`config.mk`:
```
export PLATFORM = sky130hd
export DESIGN_NAME = flash_access_ctrl
export DESIGN_NICKNAME = d
export VERILOG_FILES = /design/src/inc/flash_access_pkg.sv /design/src/inc/flash_cmd_if.sv /design/src/verilog/flash_write_router.sv /design/src/verilog/sense_amp_timer.sv /design/src/verilog/flash_access_ctrl.sv
export SDC_FILE = /design/constraint.sdc
export NUM_CORES = 1
export LEC_CHECK = 0
export ABC_AREA = 0
export BUFFER_PORTS_ARGS = -buffer_cell sky130_fd_sc_hd__buf_4
export CORE_UTILIZATION = 40
export DETAILED_ROUTE_END_ITERATION = 7
export PLACE_DENSITY = 0.8
export RECOVER_POWER = 50
export SKIP_LAST_GASP = 1
export SLEW_MARGIN = 20
export SYNTH_ARGS = -nofsm -noshare
export SYNTH_HDL_FRONTEND = slang
export SYNTH_SLANG_ARGS = --single-unit
```
`constraint.sdc`:
```
create_clock -name pclk -period 3.3 [get_ports pclk]
set_input_delay 0.33 -clock pclk [delete_from_list [all_inputs] [get_ports pclk]]
set_output_delay 0.33 -clock pclk [all_outputs]
set_load 0.02 [all_outputs]
```
`src/inc/flash_access_pkg.sv`:
```
// Purpose: constants shared by the flash access control block
// Assumes: 100 MHz pclk, APB register access, 16-bit core addresses
// Notes: register word index times four gives the APB byte address
// Operation
// - one-shot enable set lets a timer switch sense amps off after reads
// - read-always set forces a flash read every clock; clear reads on demand
// - reserved flash control bits read zero; software writes zeros there
// - user write/erase enable must be set before any flash write or erase acts
// - program store control upper five bits read zero, writes ignored
// - scratchpad select steers user flash accesses to the 128-byte sector
// - erase and write enables together make a write erase the whole page
// - the data byte of an erasing write is ignored
// - program write enable steers writes to flash, else to external RAM
// - the sector holding the lock bytes cannot be erased, only written
package flash_access_pkg;
	localparam int unsigned CLK_PERIOD_NS = 10;
	localparam int unsigned ONESHOT_NS = 40;
	localparam int unsigned ONESHOT_CYCLES_RAW =
		(ONESHOT_NS + CLK_PERIOD_NS - 1) / CLK_PERIOD_NS;
	localparam int unsigned ONESHOT_CYCLES =
		(ONESHOT_CYCLES_RAW < 1) ? 1 : ONESHOT_CYCLES_RAW;
	localparam int unsigned APB_AW = 12;
	localparam logic [11:0] PSC_INDEX = 12'h08f;
	localparam logic [11:0] FMC_INDEX = 12'h0b7;
	localparam logic [11:0] PSC_ADDR = PSC_INDEX << 2;
	localparam logic [11:0] FMC_ADDR = FMC_INDEX << 2;
	localparam logic [7:0] FMC_RESET = 8'h80;
	localparam logic [7:0] PSC_RESET = 8'h00;
	localparam logic [7:0] FMC_WMASK = 8'hc1;
	localparam logic [7:0] PSC_WMASK = 8'h07;
	localparam int unsigned FMC_ONESHOT_BIT = 7;
	localparam int unsigned FMC_RDALWAYS_BIT = 6;
	localparam int unsigned FMC_USERWE_BIT = 0;
	localparam int unsigned PSC_SCRATCH_BIT = 2;
	localparam int unsigned PSC_ERASE_BIT = 1;
	localparam int unsigned PSC_PROGWE_BIT = 0;
	localparam logic [15:0] LOCK_SECTOR_BASE = 16'hfc00;
	localparam int unsigned SECTOR_SHIFT = 9;
	localparam logic [15:0] SCRATCH_MASK = 16'h007f;
	localparam logic [7:0] ERASE_DATA = 8'h00;

	function automatic logic same_sector(input logic [15:0] a,
		input logic [15:0] b);
		return a[15:SECTOR_SHIFT] == b[15:SECTOR_SHIFT];
	endfunction

	function automatic logic [31:0] reg_word(input logic [7:0] v);
		return {24'h000000, v};
	endfunction
endpackage

```
`src/inc/flash_cmd_if.sv`:
```
`timescale 1ns/1ps
// Purpose: carries one external-move request and its steering decision
// Assumes: single pclk domain, decision is combinational
// Notes: src side is the top level, dst side is the router
interface flash_cmd_if;
	logic req;
	logic wr;
	logic [15:0] addr;
	logic [7:0] wdata;
	logic scratch;
	logic erase_en;
	logic prog_we;
	logic user_we;
	logic flash_wr;
	logic flash_er;
	logic xram_wr;
	logic refused;
	logic [15:0] addr_out;
	logic [7:0] data_out;
	modport src (output req, wr, addr, wdata, scratch, erase_en, prog_we,
		user_we, input flash_wr, flash_er, xram_wr, refused, addr_out,
		data_out);
	modport dst (input req, wr, addr, wdata, scratch, erase_en, prog_we,
		user_we, output flash_wr, flash_er, xram_wr, refused, addr_out,
		data_out);
endinterface // flash_cmd_if

```
`src/verilog/flash_write_router.sv`:
```
`timescale 1ns/1ps
// Purpose: decide where an external-move write goes
// Assumes: inputs are stable within the cycle of the request
// Notes: purely combinational; the top level registers the result
module flash_write_router #(
	parameter logic [15:0] LOCK_BASE = flash_access_pkg::LOCK_SECTOR_BASE
) (
	flash_cmd_if.dst cmd
);
	logic is_wr;
	logic to_flash;
	logic lock_hit;

	always_comb
	begin
		is_wr = cmd.req && cmd.wr;
		to_flash = cmd.prog_we;
		lock_hit = !cmd.scratch &&
			flash_access_pkg::same_sector(cmd.addr, LOCK_BASE);
		cmd.flash_wr = 1'b0;
		cmd.flash_er = 1'b0;
		cmd.xram_wr = 1'b0;
		cmd.refused = 1'b0;
		cmd.addr_out = cmd.scratch ?
			(cmd.addr & flash_access_pkg::SCRATCH_MASK) : cmd.addr;
		cmd.data_out = cmd.wdata;
		if (is_wr && !to_flash)
		begin
			cmd.xram_wr = 1'b1;
		end
		else if (is_wr && !cmd.user_we)
		begin
			cmd.refused = 1'b1;
		end
		else if (is_wr && cmd.erase_en)
		begin
			cmd.data_out = flash_access_pkg::ERASE_DATA;
			cmd.flash_er = !lock_hit;
			cmd.refused = lock_hit;
		end
		else if (is_wr)
		begin
			cmd.flash_wr = 1'b1;
		end
	end
endmodule // flash_write_router

```
`src/verilog/sense_amp_timer.sv`:
```
`timescale 1ns/1ps
// Purpose: hold the flash sense amplifiers on around reads
// Assumes: read_pulse comes from logic on pclk
// Notes: with the timer off the amplifiers simply stay powered
module sense_amp_timer #(
	parameter int unsigned HOLD_CYCLES = flash_access_pkg::ONESHOT_CYCLES
) (
	input wire logic pclk,
	input wire logic presetn,
	input wire logic oneshot_en,
	input wire logic read_pulse,
	output logic amp_on
);
	localparam int unsigned CW = $clog2(HOLD_CYCLES + 1);
	localparam logic [CW-1:0] HOLD_LOAD = CW'(HOLD_CYCLES);
	logic [CW-1:0] count_reg;
	logic [CW-1:0] count_next;

	// timer shuts amps after a read
	always_comb
	begin
		count_next = count_reg;
		if (read_pulse)
			count_next = HOLD_LOAD;
		else if (count_reg != '0)
			count_next = count_reg - 1'b1;
		amp_on = !oneshot_en || read_pulse || (count_reg != '0);
	end

	always_ff @(posedge pclk or negedge presetn)
	begin
		if (!presetn)
			count_reg <= '0;
		else
			count_reg <= count_next;
	end
endmodule // sense_amp_timer

```
`src/verilog/flash_access_ctrl.sv`:
```
`timescale 1ns/1ps
// Purpose: program flash access control with two APB registers
// Assumes: core request ports run on pclk; zero-wait APB slave
// Notes: all outputs are registered, so results follow one cycle late
module flash_access_ctrl #(
	parameter logic [15:0] LOCK_BASE = flash_access_pkg::LOCK_SECTOR_BASE,
	parameter int unsigned HOLD_CYCLES = flash_access_pkg::ONESHOT_CYCLES
) (
	input wire logic pclk,
	input wire logic presetn,
	input wire logic psel,
	input wire logic penable,
	input wire logic pwrite,
	input wire logic [11:0] paddr,
	input wire logic [31:0] pwdata,
	output logic [31:0] prdata,
	output logic pready,
	output logic pslverr,
	input wire logic xmove_valid,
	input wire logic xmove_write,
	input wire logic [15:0] xmove_addr,
	input wire logic [7:0] xmove_wdata,
	input wire logic core_read_req,
	output logic flash_write_stb,
	output logic flash_erase_stb,
	output logic [15:0] flash_addr,
	output logic [7:0] flash_data,
	output logic flash_scratch_sel,
	output logic xram_write_stb,
	output logic [15:0] xram_addr,
	output logic [7:0] xram_data,
	output logic flash_read_stb,
	output logic sense_amp_on,
	output logic write_refused
);
	logic [7:0] fmc_reg;
	logic [7:0] fmc_next;
	logic [7:0] psc_reg;
	logic [7:0] psc_next;
	logic [31:0] prdata_reg;
	logic [31:0] prdata_next;
	logic pready_reg;
	logic pready_next;
	logic pslverr_reg;
	logic pslverr_next;
	logic setup;
	logic wr_take;
	logic hit_fmc;
	logic hit_psc;
	logic read_pulse;
	logic amp_on;
	logic fwr_reg;
	logic fer_reg;
	logic xwr_reg;
	logic ref_reg;
	logic rd_reg;
	logic amp_reg;
	logic scr_reg;
	logic [15:0] faddr_reg;
	logic [7:0] fdata_reg;
	logic [15:0] xaddr_reg;
	logic [7:0] xdata_reg;
	logic [15:0] faddr_next;
	logic [7:0] fdata_next;
	logic [15:0] xaddr_next;
	logic [7:0] xdata_next;
	logic scr_next;

	flash_cmd_if cmd ();

	assign cmd.req = xmove_valid;
	assign cmd.wr = xmove_write;
	assign cmd.addr = xmove_addr;
	assign cmd.wdata = xmove_wdata;
	assign cmd.scratch = psc_reg[flash_access_pkg::PSC_SCRATCH_BIT];
	assign cmd.erase_en = psc_reg[flash_access_pkg::PSC_ERASE_BIT];
	assign cmd.prog_we = psc_reg[flash_access_pkg::PSC_PROGWE_BIT];
	assign cmd.user_we = fmc_reg[flash_access_pkg::FMC_USERWE_BIT];

	flash_write_router #(
		.LOCK_BASE(LOCK_BASE)
	) u_router (
		.cmd(cmd)
	);

	assign read_pulse = fmc_reg[flash_access_pkg::FMC_RDALWAYS_BIT] ||
		core_read_req;

	sense_amp_timer #(
		.HOLD_CYCLES(HOLD_CYCLES)
	) u_amp (
		.pclk(pclk),
		.presetn(presetn),
		.oneshot_en(fmc_reg[flash_access_pkg::FMC_ONESHOT_BIT]),
		.read_pulse(read_pulse),
		.amp_on(amp_on)
	);

	// answer prepared in setup so the access phase is zero-wait
	always_comb
	begin
		setup = psel && !penable;
		wr_take = psel && penable && pready_reg && pwrite;
		hit_fmc = paddr == flash_access_pkg::FMC_ADDR;
		hit_psc = paddr == flash_access_pkg::PSC_ADDR;
		pready_next = setup;
		pslverr_next = setup && !hit_fmc && !hit_psc;
		prdata_next = '0;
		if (setup && !pwrite && hit_fmc)
			prdata_next = flash_access_pkg::reg_word(fmc_reg);
		else if (setup && !pwrite && hit_psc)
			prdata_next = flash_access_pkg::reg_word(psc_reg);
		fmc_next = fmc_reg;
		psc_next = psc_reg;
		if (wr_take && hit_fmc)
			fmc_next = pwdata[7:0] & flash_access_pkg::FMC_WMASK;
		if (wr_take && hit_psc)
			psc_next = pwdata[7:0] & flash_access_pkg::PSC_WMASK;
	end

	always_ff @(posedge pclk or negedge presetn)
	begin
		if (!presetn)
		begin
			fmc_reg <= flash_access_pkg::FMC_RESET;
			psc_reg <= flash_access_pkg::PSC_RESET;
			prdata_reg <= '0;
			pready_reg <= 1'b0;
			pslverr_reg <= 1'b0;
		end
		else
		begin
			fmc_reg <= fmc_next;
			psc_reg <= psc_next;
			prdata_reg <= prdata_next;
			pready_reg <= pready_next;
			pslverr_reg <= pslverr_next;
		end
	end

	// addresses and data only move with their strobe
	always_comb
	begin
		faddr_next = faddr_reg;
		fdata_next = fdata_reg;
		scr_next = scr_reg;
		xaddr_next = xaddr_reg;
		xdata_next = xdata_reg;
		if (cmd.flash_wr || cmd.flash_er)
		begin
			faddr_next = cmd.addr_out;
			fdata_next = cmd.data_out;
			scr_next = cmd.scratch;
		end
		if (cmd.xram_wr)
		begin
			xaddr_next = xmove_addr;
			xdata_next = xmove_wdata;
		end
	end

	always_ff @(posedge pclk or negedge presetn)
	begin
		if (!presetn)
		begin
			fwr_reg <= 1'b0;
			fer_reg <= 1'b0;
			xwr_reg <= 1'b0;
			ref_reg <= 1'b0;
			rd_reg <= 1'b0;
			amp_reg <= 1'b0;
			scr_reg <= 1'b0;
			faddr_reg <= '0;
			fdata_reg <= '0;
			xaddr_reg <= '0;
			xdata_reg <= '0;
		end
		else
		begin
			fwr_reg <= cmd.flash_wr;
			fer_reg <= cmd.flash_er;
			xwr_reg <= cmd.xram_wr;
			ref_reg <= cmd.refused;
			rd_reg <= read_pulse;
			amp_reg <= amp_on;
			scr_reg <= scr_next;
			faddr_reg <= faddr_next;
			fdata_reg <= fdata_next;
			xaddr_reg <= xaddr_next;
			xdata_reg <= xdata_next;
		end
	end

	assign prdata = prdata_reg;
	assign pready = pready_reg;
	assign pslverr = pslverr_reg;
	assign flash_write_stb = fwr_reg;
	assign flash_erase_stb = fer_reg;
	assign flash_addr = faddr_reg;
	assign flash_data = fdata_reg;
	assign flash_scratch_sel = scr_reg;
	assign xram_write_stb = xwr_reg;
	assign xram_addr = xaddr_reg;
	assign xram_data = xdata_reg;
	assign flash_read_stb = rd_reg;
	assign sense_amp_on = amp_reg;
	assign write_refused = ref_reg;

	logic first_reg;
	logic [7:0] idle_cnt_reg;
	always_ff @(posedge pclk or negedge presetn)
	begin
		if (!presetn)
		begin
			first_reg <= 1'b1;
			idle_cnt_reg <= '0;
		end
		else
		begin
			first_reg <= 1'b0;
			if (read_pulse)
				idle_cnt_reg <= '0;
			else if (idle_cnt_reg != 8'hff)
				idle_cnt_reg <= idle_cnt_reg + 8'h01;
		end
	end

	logic wr_now;
	assign wr_now = xmove_valid && xmove_write;
endmodule // flash_access_ctrl

```
==> results of run 1 <==
[cell type report]
class	instances	area [µm²]	share of cell area [%]
inverters	8	30.0	0.753
clock inverters	7	145	3.64
clock buffers	9	124	3.11
multi-input cells	184	1030	25.7
flip-flops and latches	71	1780	44.6
repair buffers	112	759	19.1
well taps	99	124	3.11
[power groups by stage]
stage	clock, mW	sequential, mW	combinational (mW)
after global routing	0.975	0.963	0.373
after global placement	0	0.971	0.334
after floorplan	0	1.02	0.158
after detailed placement	0	0.974	0.345
after CTS	0.936	0.957	0.347
final	0.911	0.957	0.333
[cell families (layout without fill, tap and decap cells)]
family / count (synthesis) / after routing / share of synthesized area, %
buffers and inverters: 41 / 136 / 8.96
AOI/OAI and AO/OA: 23 / 23 / 5.81
xor gates and xnor gates: 1 / 1 / 0.295
adders and majority gates: 2 / 2 / 0.842
DFF: 71 / 71 / 59.8
muxes: 21 / 21 / 7.91
and+or+nand+nor: 110 / 110 / 16.2
other: 1 / 27 / 0.126
[final timing paths]
kind,end,start,slack (ns)
max,xram_data[6],psc_reg[0],1.48
min,xram_data[0],xmove_wdata[0],0.19
max reg2reg,xram_data[6],psc_reg[0],1.48
min reg2reg,sense_amp_on,fmc_reg[7],0.45
max in group asynchronous,xram_addr[3],presetn,1.85
min in group asynchronous,flash_data[3],presetn,0.43
[placed cells by master, fill, tap and decap left out, types with 2 or more instances in the layout]
cell        n
conb_1     27
clkinv_4    2
nand2b_1    3
a21oi_1     2
and2_1      2
buf_4      89
dfrtp_1    70
a22o_1      8
ha_1        2
nor3_1      3
inv_1       6
nand4_1     4
nand3b_1    2
bufinv_16   4
nor2_1     11
clkbuf_8    9
nand3_1     2
nor4_1      2
clkinv_1    2
mux2_1      2
nor3b_1     2
o21ai_0    10
mux2_2     18
clkbuf_1   21
nand2_1    74
[routing by layer]
layer,vias up,global-route usage [%],share of wire (%)
li1,1074,-,-
met1,1078,21.8,42
met2,77,29.7,51
met3,9,4.38,5.3
met4,0,7.04,1.5
met5,-,0,0
[worst reg2reg max path, stage by stage, from the launching register on]
cell and delay, ns:
dfrtp_1 0.42, nand3b_1 0.13, buf_4 0.30, clkinv_1 0.55, nand2_1 0.24, nand2_1 0.08
==> flow_summary.ini, run 1 <==
[setup_path]
worst_r2r_path_depth = 5
cp.buffers_inverters = 2
cp_data_required_time_ns = 3.53
slowest_stage = clkinv_1
cpLargestDelayFamily = buffers and inverters
crit_arrival_ns = 2.05
max_stage_delay_ns = 0.54
crit_cells = 5
path_max_fanout = 25
critPathLaunchType = register
end_kind = register
crit_top_cell = nand2_1
crit_type = reg2reg
cp_cell_sequence = nand3b_1, buf_4, clkinv_1, nand2_1, nand2_1

[sta]
finalSetupViolations = 0
rsz0062_at_grt = no
hold_violations = 0
worst_clock_skew_ns = 0.0102
max_clock_freq_mhz = 550
whs_ns = 0.185
tightestPinTransition_ns = 1.71
maxSlewHeadroom_pct = -13.8
maxSlewViolCount = 72
min_period_ns = 1.82
setup_tns_ns = 0
period_share_pct = 55.1
worst_slack_ns = 1.48

[die]
die_w_um = 88.2
core_area_um2 = 7210
die_y_um = 88.2
die-area_um2 = 7780
rows = 31
initial_core_util_pct = 41.2
io_pins = 165

[synthesis]
synth_area_leaders = dfrtp_1, nand2_1, buf_4
yosysSeqAreaShare_pct = 59.8
syn_area_um2 = 2970
ys_types = 34
async_flop_share_pct = 100
yosys.area.top_type = dfrtp_1
yosysMostFrequentCell = nand2_1
netlist_instances = 270
ys_ff_latch = 71
yosysWarnings = 0
synth_top_area_share_pct = 58.9
yosys-top-cells-count = nand2_1, dfrtp_1, buf_4
avgSynthCellArea_um2 = 11.0
dominantRegCellSynth = dfrtp_1
synth_edf_count = 0

[place]
gp_congestion = 0.815
place_ws_ns = 1.31
place_area_um2 = 3800
io_buffers = 110
place_inst = 474
dp_hpwl_um = 4770

[finish]
syn_to_final_growth_pct = 34.1
final_cells = 490
diodes = 0
num-fill-cells = 653
layout.nets = 464
post-route-util_pct = 55.3
drive_gt1_share_pct = 32.5
design_area_um2 = 3990

[clock_tree]
cts_made_buffers = 9
cts_max_level = 3
cts_setup_buffers = 0
cts_tree = done
ctsResizeCount = 0
cts.reportedPaths.clkPinSlew_ns = 0.08
cts_buffer_depth = 2
cts-root-buf = clkbuf_8
clk-insertion-delay-late_ns = 0.34
numClockSinks = 71
hold_buffers = 0

[power_and_ir_drop]
leakage_nw = 2.08
intPower_mw = 1.64
swShare_pct = 25.3
seq_power_share_pct = 43.5
p_switching_mw = 0.556
pwr-share-clk_pct = 41.4
pwr-share-comb_pct = 15.1
power.total_mw = 2.20
ir_drop_mv = 0.475
power.density_nw_per_um2 = 552

[outcome]
failed_checks = max-capacitance violations, max-slew violations
status = finished with violations

[global_route]
grt_max_degree = 72
grt_pass1_wl_um = 10200
track_usage_pct = 17.6
antenna_found_initial = 0
gr-total-overflow = 0
first_global_vias = 2173

[route]
drc = 0
viasPerCell = 4.57
first_pass_iters = 4
postRouteAntennaNets = 0
wire_per_inst_um = 13.3
drt-initial-drc-count = 96
via_count = 2238
drt-total-wl_um = 6540

[worst_hold_path]
holdPathStages = 3
hp-class = in2reg

[flow_run]
maxCapViolations = 1
Note: power is estimated with default switching activity, not from simulation.
==> run 2, diff against run 1 <==
--- a/config.mk
+++ b/config.mk
@@ -9,7 +9,7 @@
 export BUFFER_PORTS_ARGS = -buffer_cell sky130_fd_sc_hd__buf_4
 export CORE_UTILIZATION = 40
 export DETAILED_ROUTE_END_ITERATION = 7
-export PLACE_DENSITY = 0.8
+export PLACE_DENSITY = 0.83
 export RECOVER_POWER = 50
 export SKIP_LAST_GASP = 1
 export SLEW_MARGIN = 20
==> constraint.sdc (replaced) <==
create_clock -name pclk -period 1.5 [get_ports pclk]
set_input_delay 0.15 -clock pclk [delete_from_list [all_inputs] [get_ports pclk]]
set_output_delay 0.15 -clock pclk [all_outputs]
set_load 0.02 [all_outputs]
==> flow_summary.ini, run 2 (synthesized netlist as in run 1, its figures left out) <==
[route]
postRouteAntennaNets = 0
wire_per_inst_um = 13.6
via_count = 2373
viasPerCell = 4.63
drt-initial-drc-count = 97
first_pass_iters = 4
drt-total-wl_um = 6980
drc = 0

[setup_path]
path_max_fanout = 10
crit_arrival_ns = 1.69
critPathLaunchType = register
cp_data_required_time_ns = 1.72
crit_type = reg2reg
end_kind = register

[finish]
syn_to_final_growth_pct = 38.6
design_area_um2 = 4120
layout.nets = 486
diodes = 0
layout_commonest_cell = buf_4
post-route-util_pct = 57.1
layout_common_cells = buf_4, nand2_1, dfrtp_1
drive_gt1_share_pct = 33.4
num-fill-cells = 617

[clock_tree]
cts-root-buf = clkbuf_8
numClockSinks = 71
cts_tree = done
cts_max_level = 3
clk-insertion-delay-late_ns = 0.33
cts.reportedPaths.clkPinSlew_ns = 0.08
cts_made_buffers = 9
cts_buffer_depth = 2

[sta]
hold_violations = 0
rsz0062_at_grt = yes
max_clock_freq_mhz = 683
maxSlewViolCount = 0
setup_tns_ns = 0
whs_ns = 0.0203
tightestPinTransition_ns = 0.585
worst_clock_skew_ns = 0.00935
period_share_pct = 97.6
finalSetupViolations = 0
min_period_ns = 1.46
maxSlewHeadroom_pct = 61.0

[outcome]
status = finished, final reports clean

[die]
die-area_um2 = 7780
rows = 31
core_area_um2 = 7210
die_w_um = 88.2
io_pins = 165
die_y_um = 88.2
initial_core_util_pct = 41.2

[place]
gp_congestion = 0.738
dp_hpwl_um = 5090
io_buffers = 110
place_area_um2 = 3930

[global_route]
grt_pass1_wl_um = 10200
grt_max_degree = 37
first_global_vias = 2262
gr-total-overflow = 0
gr-usage-met1_pct = 20.4
antenna_found_initial = 0
grt_use_met2_pct = 30.6
track_usage_pct = 17.6
use_met3_pct = 5.41
grt_busiest_layer = met2

[power_and_ir_drop]
power.density_nw_per_um2 = 1070
ir_drop_mv = 0.758
leakage_nw = 2.15

[worst_hold_path]
hp-class = in2reg

[flow_run]
maxCapViolations = 0
run 2: where the power goes:
| group | leakage, nW | switching [mW] | total, mW | internal (mW) |
|---|---|---|---|---|
| Combinational | 1.12 | 0.450 | 0.772 | 0.322 |
| Sequential | 0.929 | 0.0695 | 2.11 | 2.04 |
| Clock | 0.103 | 0.696 | 1.51 | 0.814 |
| Total | 2.15 | 1.22 | 4.39 | 3.17 |
run 2: layout make-up:
| type | count | area, µm² | share of cell area (%) |
|---|---|---|---|
| clock buffer | 11 | 141 | 3.43 |
| clock inverter | 5 | 57.6 | 1.40 |
| inverter | 8 | 30.0 | 0.729 |
| multi-input combinational | 184 | 1040 | 25.3 |
| sequential | 71 | 1780 | 43.2 |
| tap | 99 | 124 | 3.01 |
| timing repair buffer | 134 | 945 | 22.9 |
run 2: routing by layer:
layer | wire (µm) | vias up | share of wire [%]
met5 | 0 | - | 0
met4 | 110 | 0 | 1.6
met3 | 383 | 14 | 5.5
met2 | 3660 | 90 | 52
met1 | 2830 | 1157 | 41
li1 | - | 1112 | -
run 2: final timing paths:
path                               start       endpoint  slack [ns]  cells after the start
hold / removal             xmove_addr[1]   xram_addr[1]        0.02                      3
min in group asynchronous        presetn   xram_data[3]        0.35                      2
hold reg to reg               fmc_reg[7]   sense_amp_on        0.46                      1
setup / recovery              psc_reg[2]  flash_addr[0]        0.04                      4
setup reg to reg              psc_reg[2]  flash_addr[0]        0.04                      4
max in group asynchronous        presetn     psc_reg[2]        0.18                      3
run 2: critical path, cell delays in order (launching register included):
cell      delay, ns
dfrtp_1        0.41
nand2b_4       0.17
o41ai_4        0.26
buf_12         0.19
mux2_2         0.34
run 2: what timing repair did:
item,CTS,global route
setup endpoints to repair,0,11
buffers inserted,0,0
hold buffers,9,1
hold endpoints to repair,30,1
gates resized for setup,0,2
run 2: stage by stage:
stage | setup WS (ns) | std cells | power [mW]
after floorplan | -0.0665 | 296 | 2.60
after global placement | -0.0570 | 486 | 2.89
after detailed placement | -0.0871 | 486 | 2.93
after CTS | 0.00865 | 511 | 4.48
after global routing | -0.00498 | 512 | 4.60
final | 0.0359 | 512 | 4.39
==> run 3, diff against run 2 <==
--- a/config.mk
+++ b/config.mk
@@ -9,7 +9,8 @@
 export BUFFER_PORTS_ARGS = -buffer_cell sky130_fd_sc_hd__buf_4
 export CORE_UTILIZATION = 40
 export DETAILED_ROUTE_END_ITERATION = 7
-export PLACE_DENSITY = 0.83
+export GPL_ROUTABILITY_DRIVEN = 0
+export PLACE_DENSITY = 0.8
 export RECOVER_POWER = 50
 export SKIP_LAST_GASP = 1
 export SLEW_MARGIN = 20
==> constraint.sdc (replaced) <==
create_clock -name pclk -period 1.37 [get_ports pclk]
set_input_delay 0.137 -clock pclk [delete_from_list [all_inputs] [get_ports pclk]]
set_output_delay 0.137 -clock pclk [all_outputs]
set_load 0.02 [all_outputs]
==> flow_summary.ini, run 3 (synthesized netlist as in run 1, its figures left out) <==
[die]
io_pins = 165
core_area_um2 = 7210
initial_core_util_pct = 41.2
rows = 31
die_y_um = 88.2
die_w_um = 88.2
die-area_um2 = 7780

[route]
first_pass_iters = 4
drc = 0
drt-total-wl_um = 7170
wire_per_inst_um = 13.7
via_count = 2404
viasPerCell = 4.59
drt-initial-drc-count = 69
postRouteAntennaNets = 0

[finish]
diodes = 0
syn_to_final_growth_pct = 46.3
layout_commonest_cell = buf_4
drive_gt1_share_pct = 37.4
layout.nets = 498
num-fill-cells = 622
post-route-util_pct = 60.3
design_area_um2 = 4350
layout_common_cells = buf_4, nand2_1, dfrtp_1

[sta]
period_share_pct = 107
max_clock_freq_mhz = 681
tightestPinTransition_ns = 0.535
hold_violations = 0
maxSlewViolCount = 0
whs_ns = 0.0162
min_period_ns = 1.47
worst_slack_ns = -0.0988
maxSlewHeadroom_pct = 64.3
worst_clock_skew_ns = 0.00701
rsz0062_at_grt = yes
finalSetupViolations = 13
setup_tns_ns = -0.696

[clock_tree]
cts-root-buf = clkbuf_8
cts.reportedPaths.clkPinSlew_ns = 0.08
cts_made_buffers = 9
cts_buffer_depth = 2
numClockSinks = 71
cts_tree = done
clk-insertion-delay-late_ns = 0.33
cts_max_level = 3
cts_setup_buffers = 0

[place]
place_area_um2 = 3980
dp_hpwl_um = 5230
io_buffers = 110

[setup_path]
crit_type = reg2reg
critPathLaunchType = register
cp.buffers_inverters = 2
path_max_fanout = 12
cp_cell_sequence = inv_2, o41ai_4, buf_12, mux2_2
crit_arrival_ns = 1.69
worst_r2r_path_depth = 4
max_stage_delay_ns = 0.43
crit_cells = 4
cp_data_required_time_ns = 1.60
cpLargestDelayFamily = compound AO/OA/AOI/OAI gates
end_kind = register
slowest_stage = o41ai_4
r2r_start = psc_reg[1]
worstReg2RegEnd = flash_addr[2]
ff2ff_setup_slack_ns = -0.1

[power_and_ir_drop]
power.total_mw = 5.25
ir_drop_mv = 0.547
power.density_nw_per_um2 = 1210
leakage_nw = 2.29

[worst_hold_path]
hp-class = in2reg
worstHoldEndpoint = xram_data[7]
holdPathStages = 3
hp-start = xmove_wdata[7]

[outcome]
failed_checks = negative setup slack
status = finished with violations

[global_route]
gr-total-overflow = 0
track_usage_pct = 19.0
first_global_vias = 2330
grt_pass1_wl_um = 11000
antenna_found_initial = 0
grt_max_degree = 37

[flow_run]
maxCapViolations = 0
run 3: changes by cell type in the layout (fill, tap and decap cells not counted), sizes merged:
cell         before  now
bufinv            1    3
clkinv            6    4
clkbuf           42   29
buf              93  111
dlygate4sd3      10   17
run 3: where the power goes:
part           internal, mW  switching [mW]
logic                 0.385           0.485
clock network          1.31           0.760
registers              2.23          0.0761
run 3: stage by stage:
stage               worst slack, ns  cells
floorplan                    -0.197    296
global placement             -0.200    491
detailed placement           -0.292    491
CTS                         -0.0996    524
global route                 -0.160    524
finish                      -0.0988    524
run 3: worst max-delay path by stage:
| stage | slack [ns] | startpoint | endpoint |
|---|---|---|---|
| final | -0.1 | psc_reg[1] | flash_addr[2] |
| after global routing | -0.16 | psc_reg[1] | flash_addr[3] |
| after CTS | -0.1 | psc_reg[1] | flash_addr[0] |
| after detailed placement | -0.29 | xmove_addr[9] | flash_addr[1] |
| after global placement | -0.20 | xmove_addr[9] | flash_addr[3] |
| after floorplan | -0.20 | psc_reg[1] | flash_addr[5] |
run 3: final cells by class:
type | count | area (µm²) | share of cell area, %
Clock buffer | 11 | 151 | 3.48
Multi-Input combinational cell | 184 | 1050 | 24.0
Clock inverter | 5 | 104 | 2.39
Timing Repair Buffer | 146 | 1120 | 25.7
Inverter | 8 | 30.0 | 0.690
Tap cell | 99 | 124 | 2.85
Sequential cell | 71 | 1780 | 40.9
run 3: worst register-to-register path: stages, from the launching register on:
cell     delay, ns
dfrtp_1       0.36
inv_2         0.06
o41ai_4       0.43
buf_12        0.19
mux2_2        0.33
run 3: repair_timing:
| item | in CTS | in global routing |
|---|---|---|
| hold buffers | 17 | 0 |
| setup endpoints to repair | 17 | 28 |
| gates resized for setup | 2 | 2 |
| endpoints found under the hold margin | 73 | 0 |
run 3: routing by layer:
| layer | GRT usage, % | vias to the layer above | share of wire [%] |
|---|---|---|---|
| met5 | 0 | - | 0 |
| met4 | 10.6 | 0 | 2.9 |
| met3 | 2.80 | 22 | 3.9 |
| met2 | 32.2 | 79 | 51 |
| met1 | 23.4 | 1158 | 43 |
| li1 | - | 1145 | - |
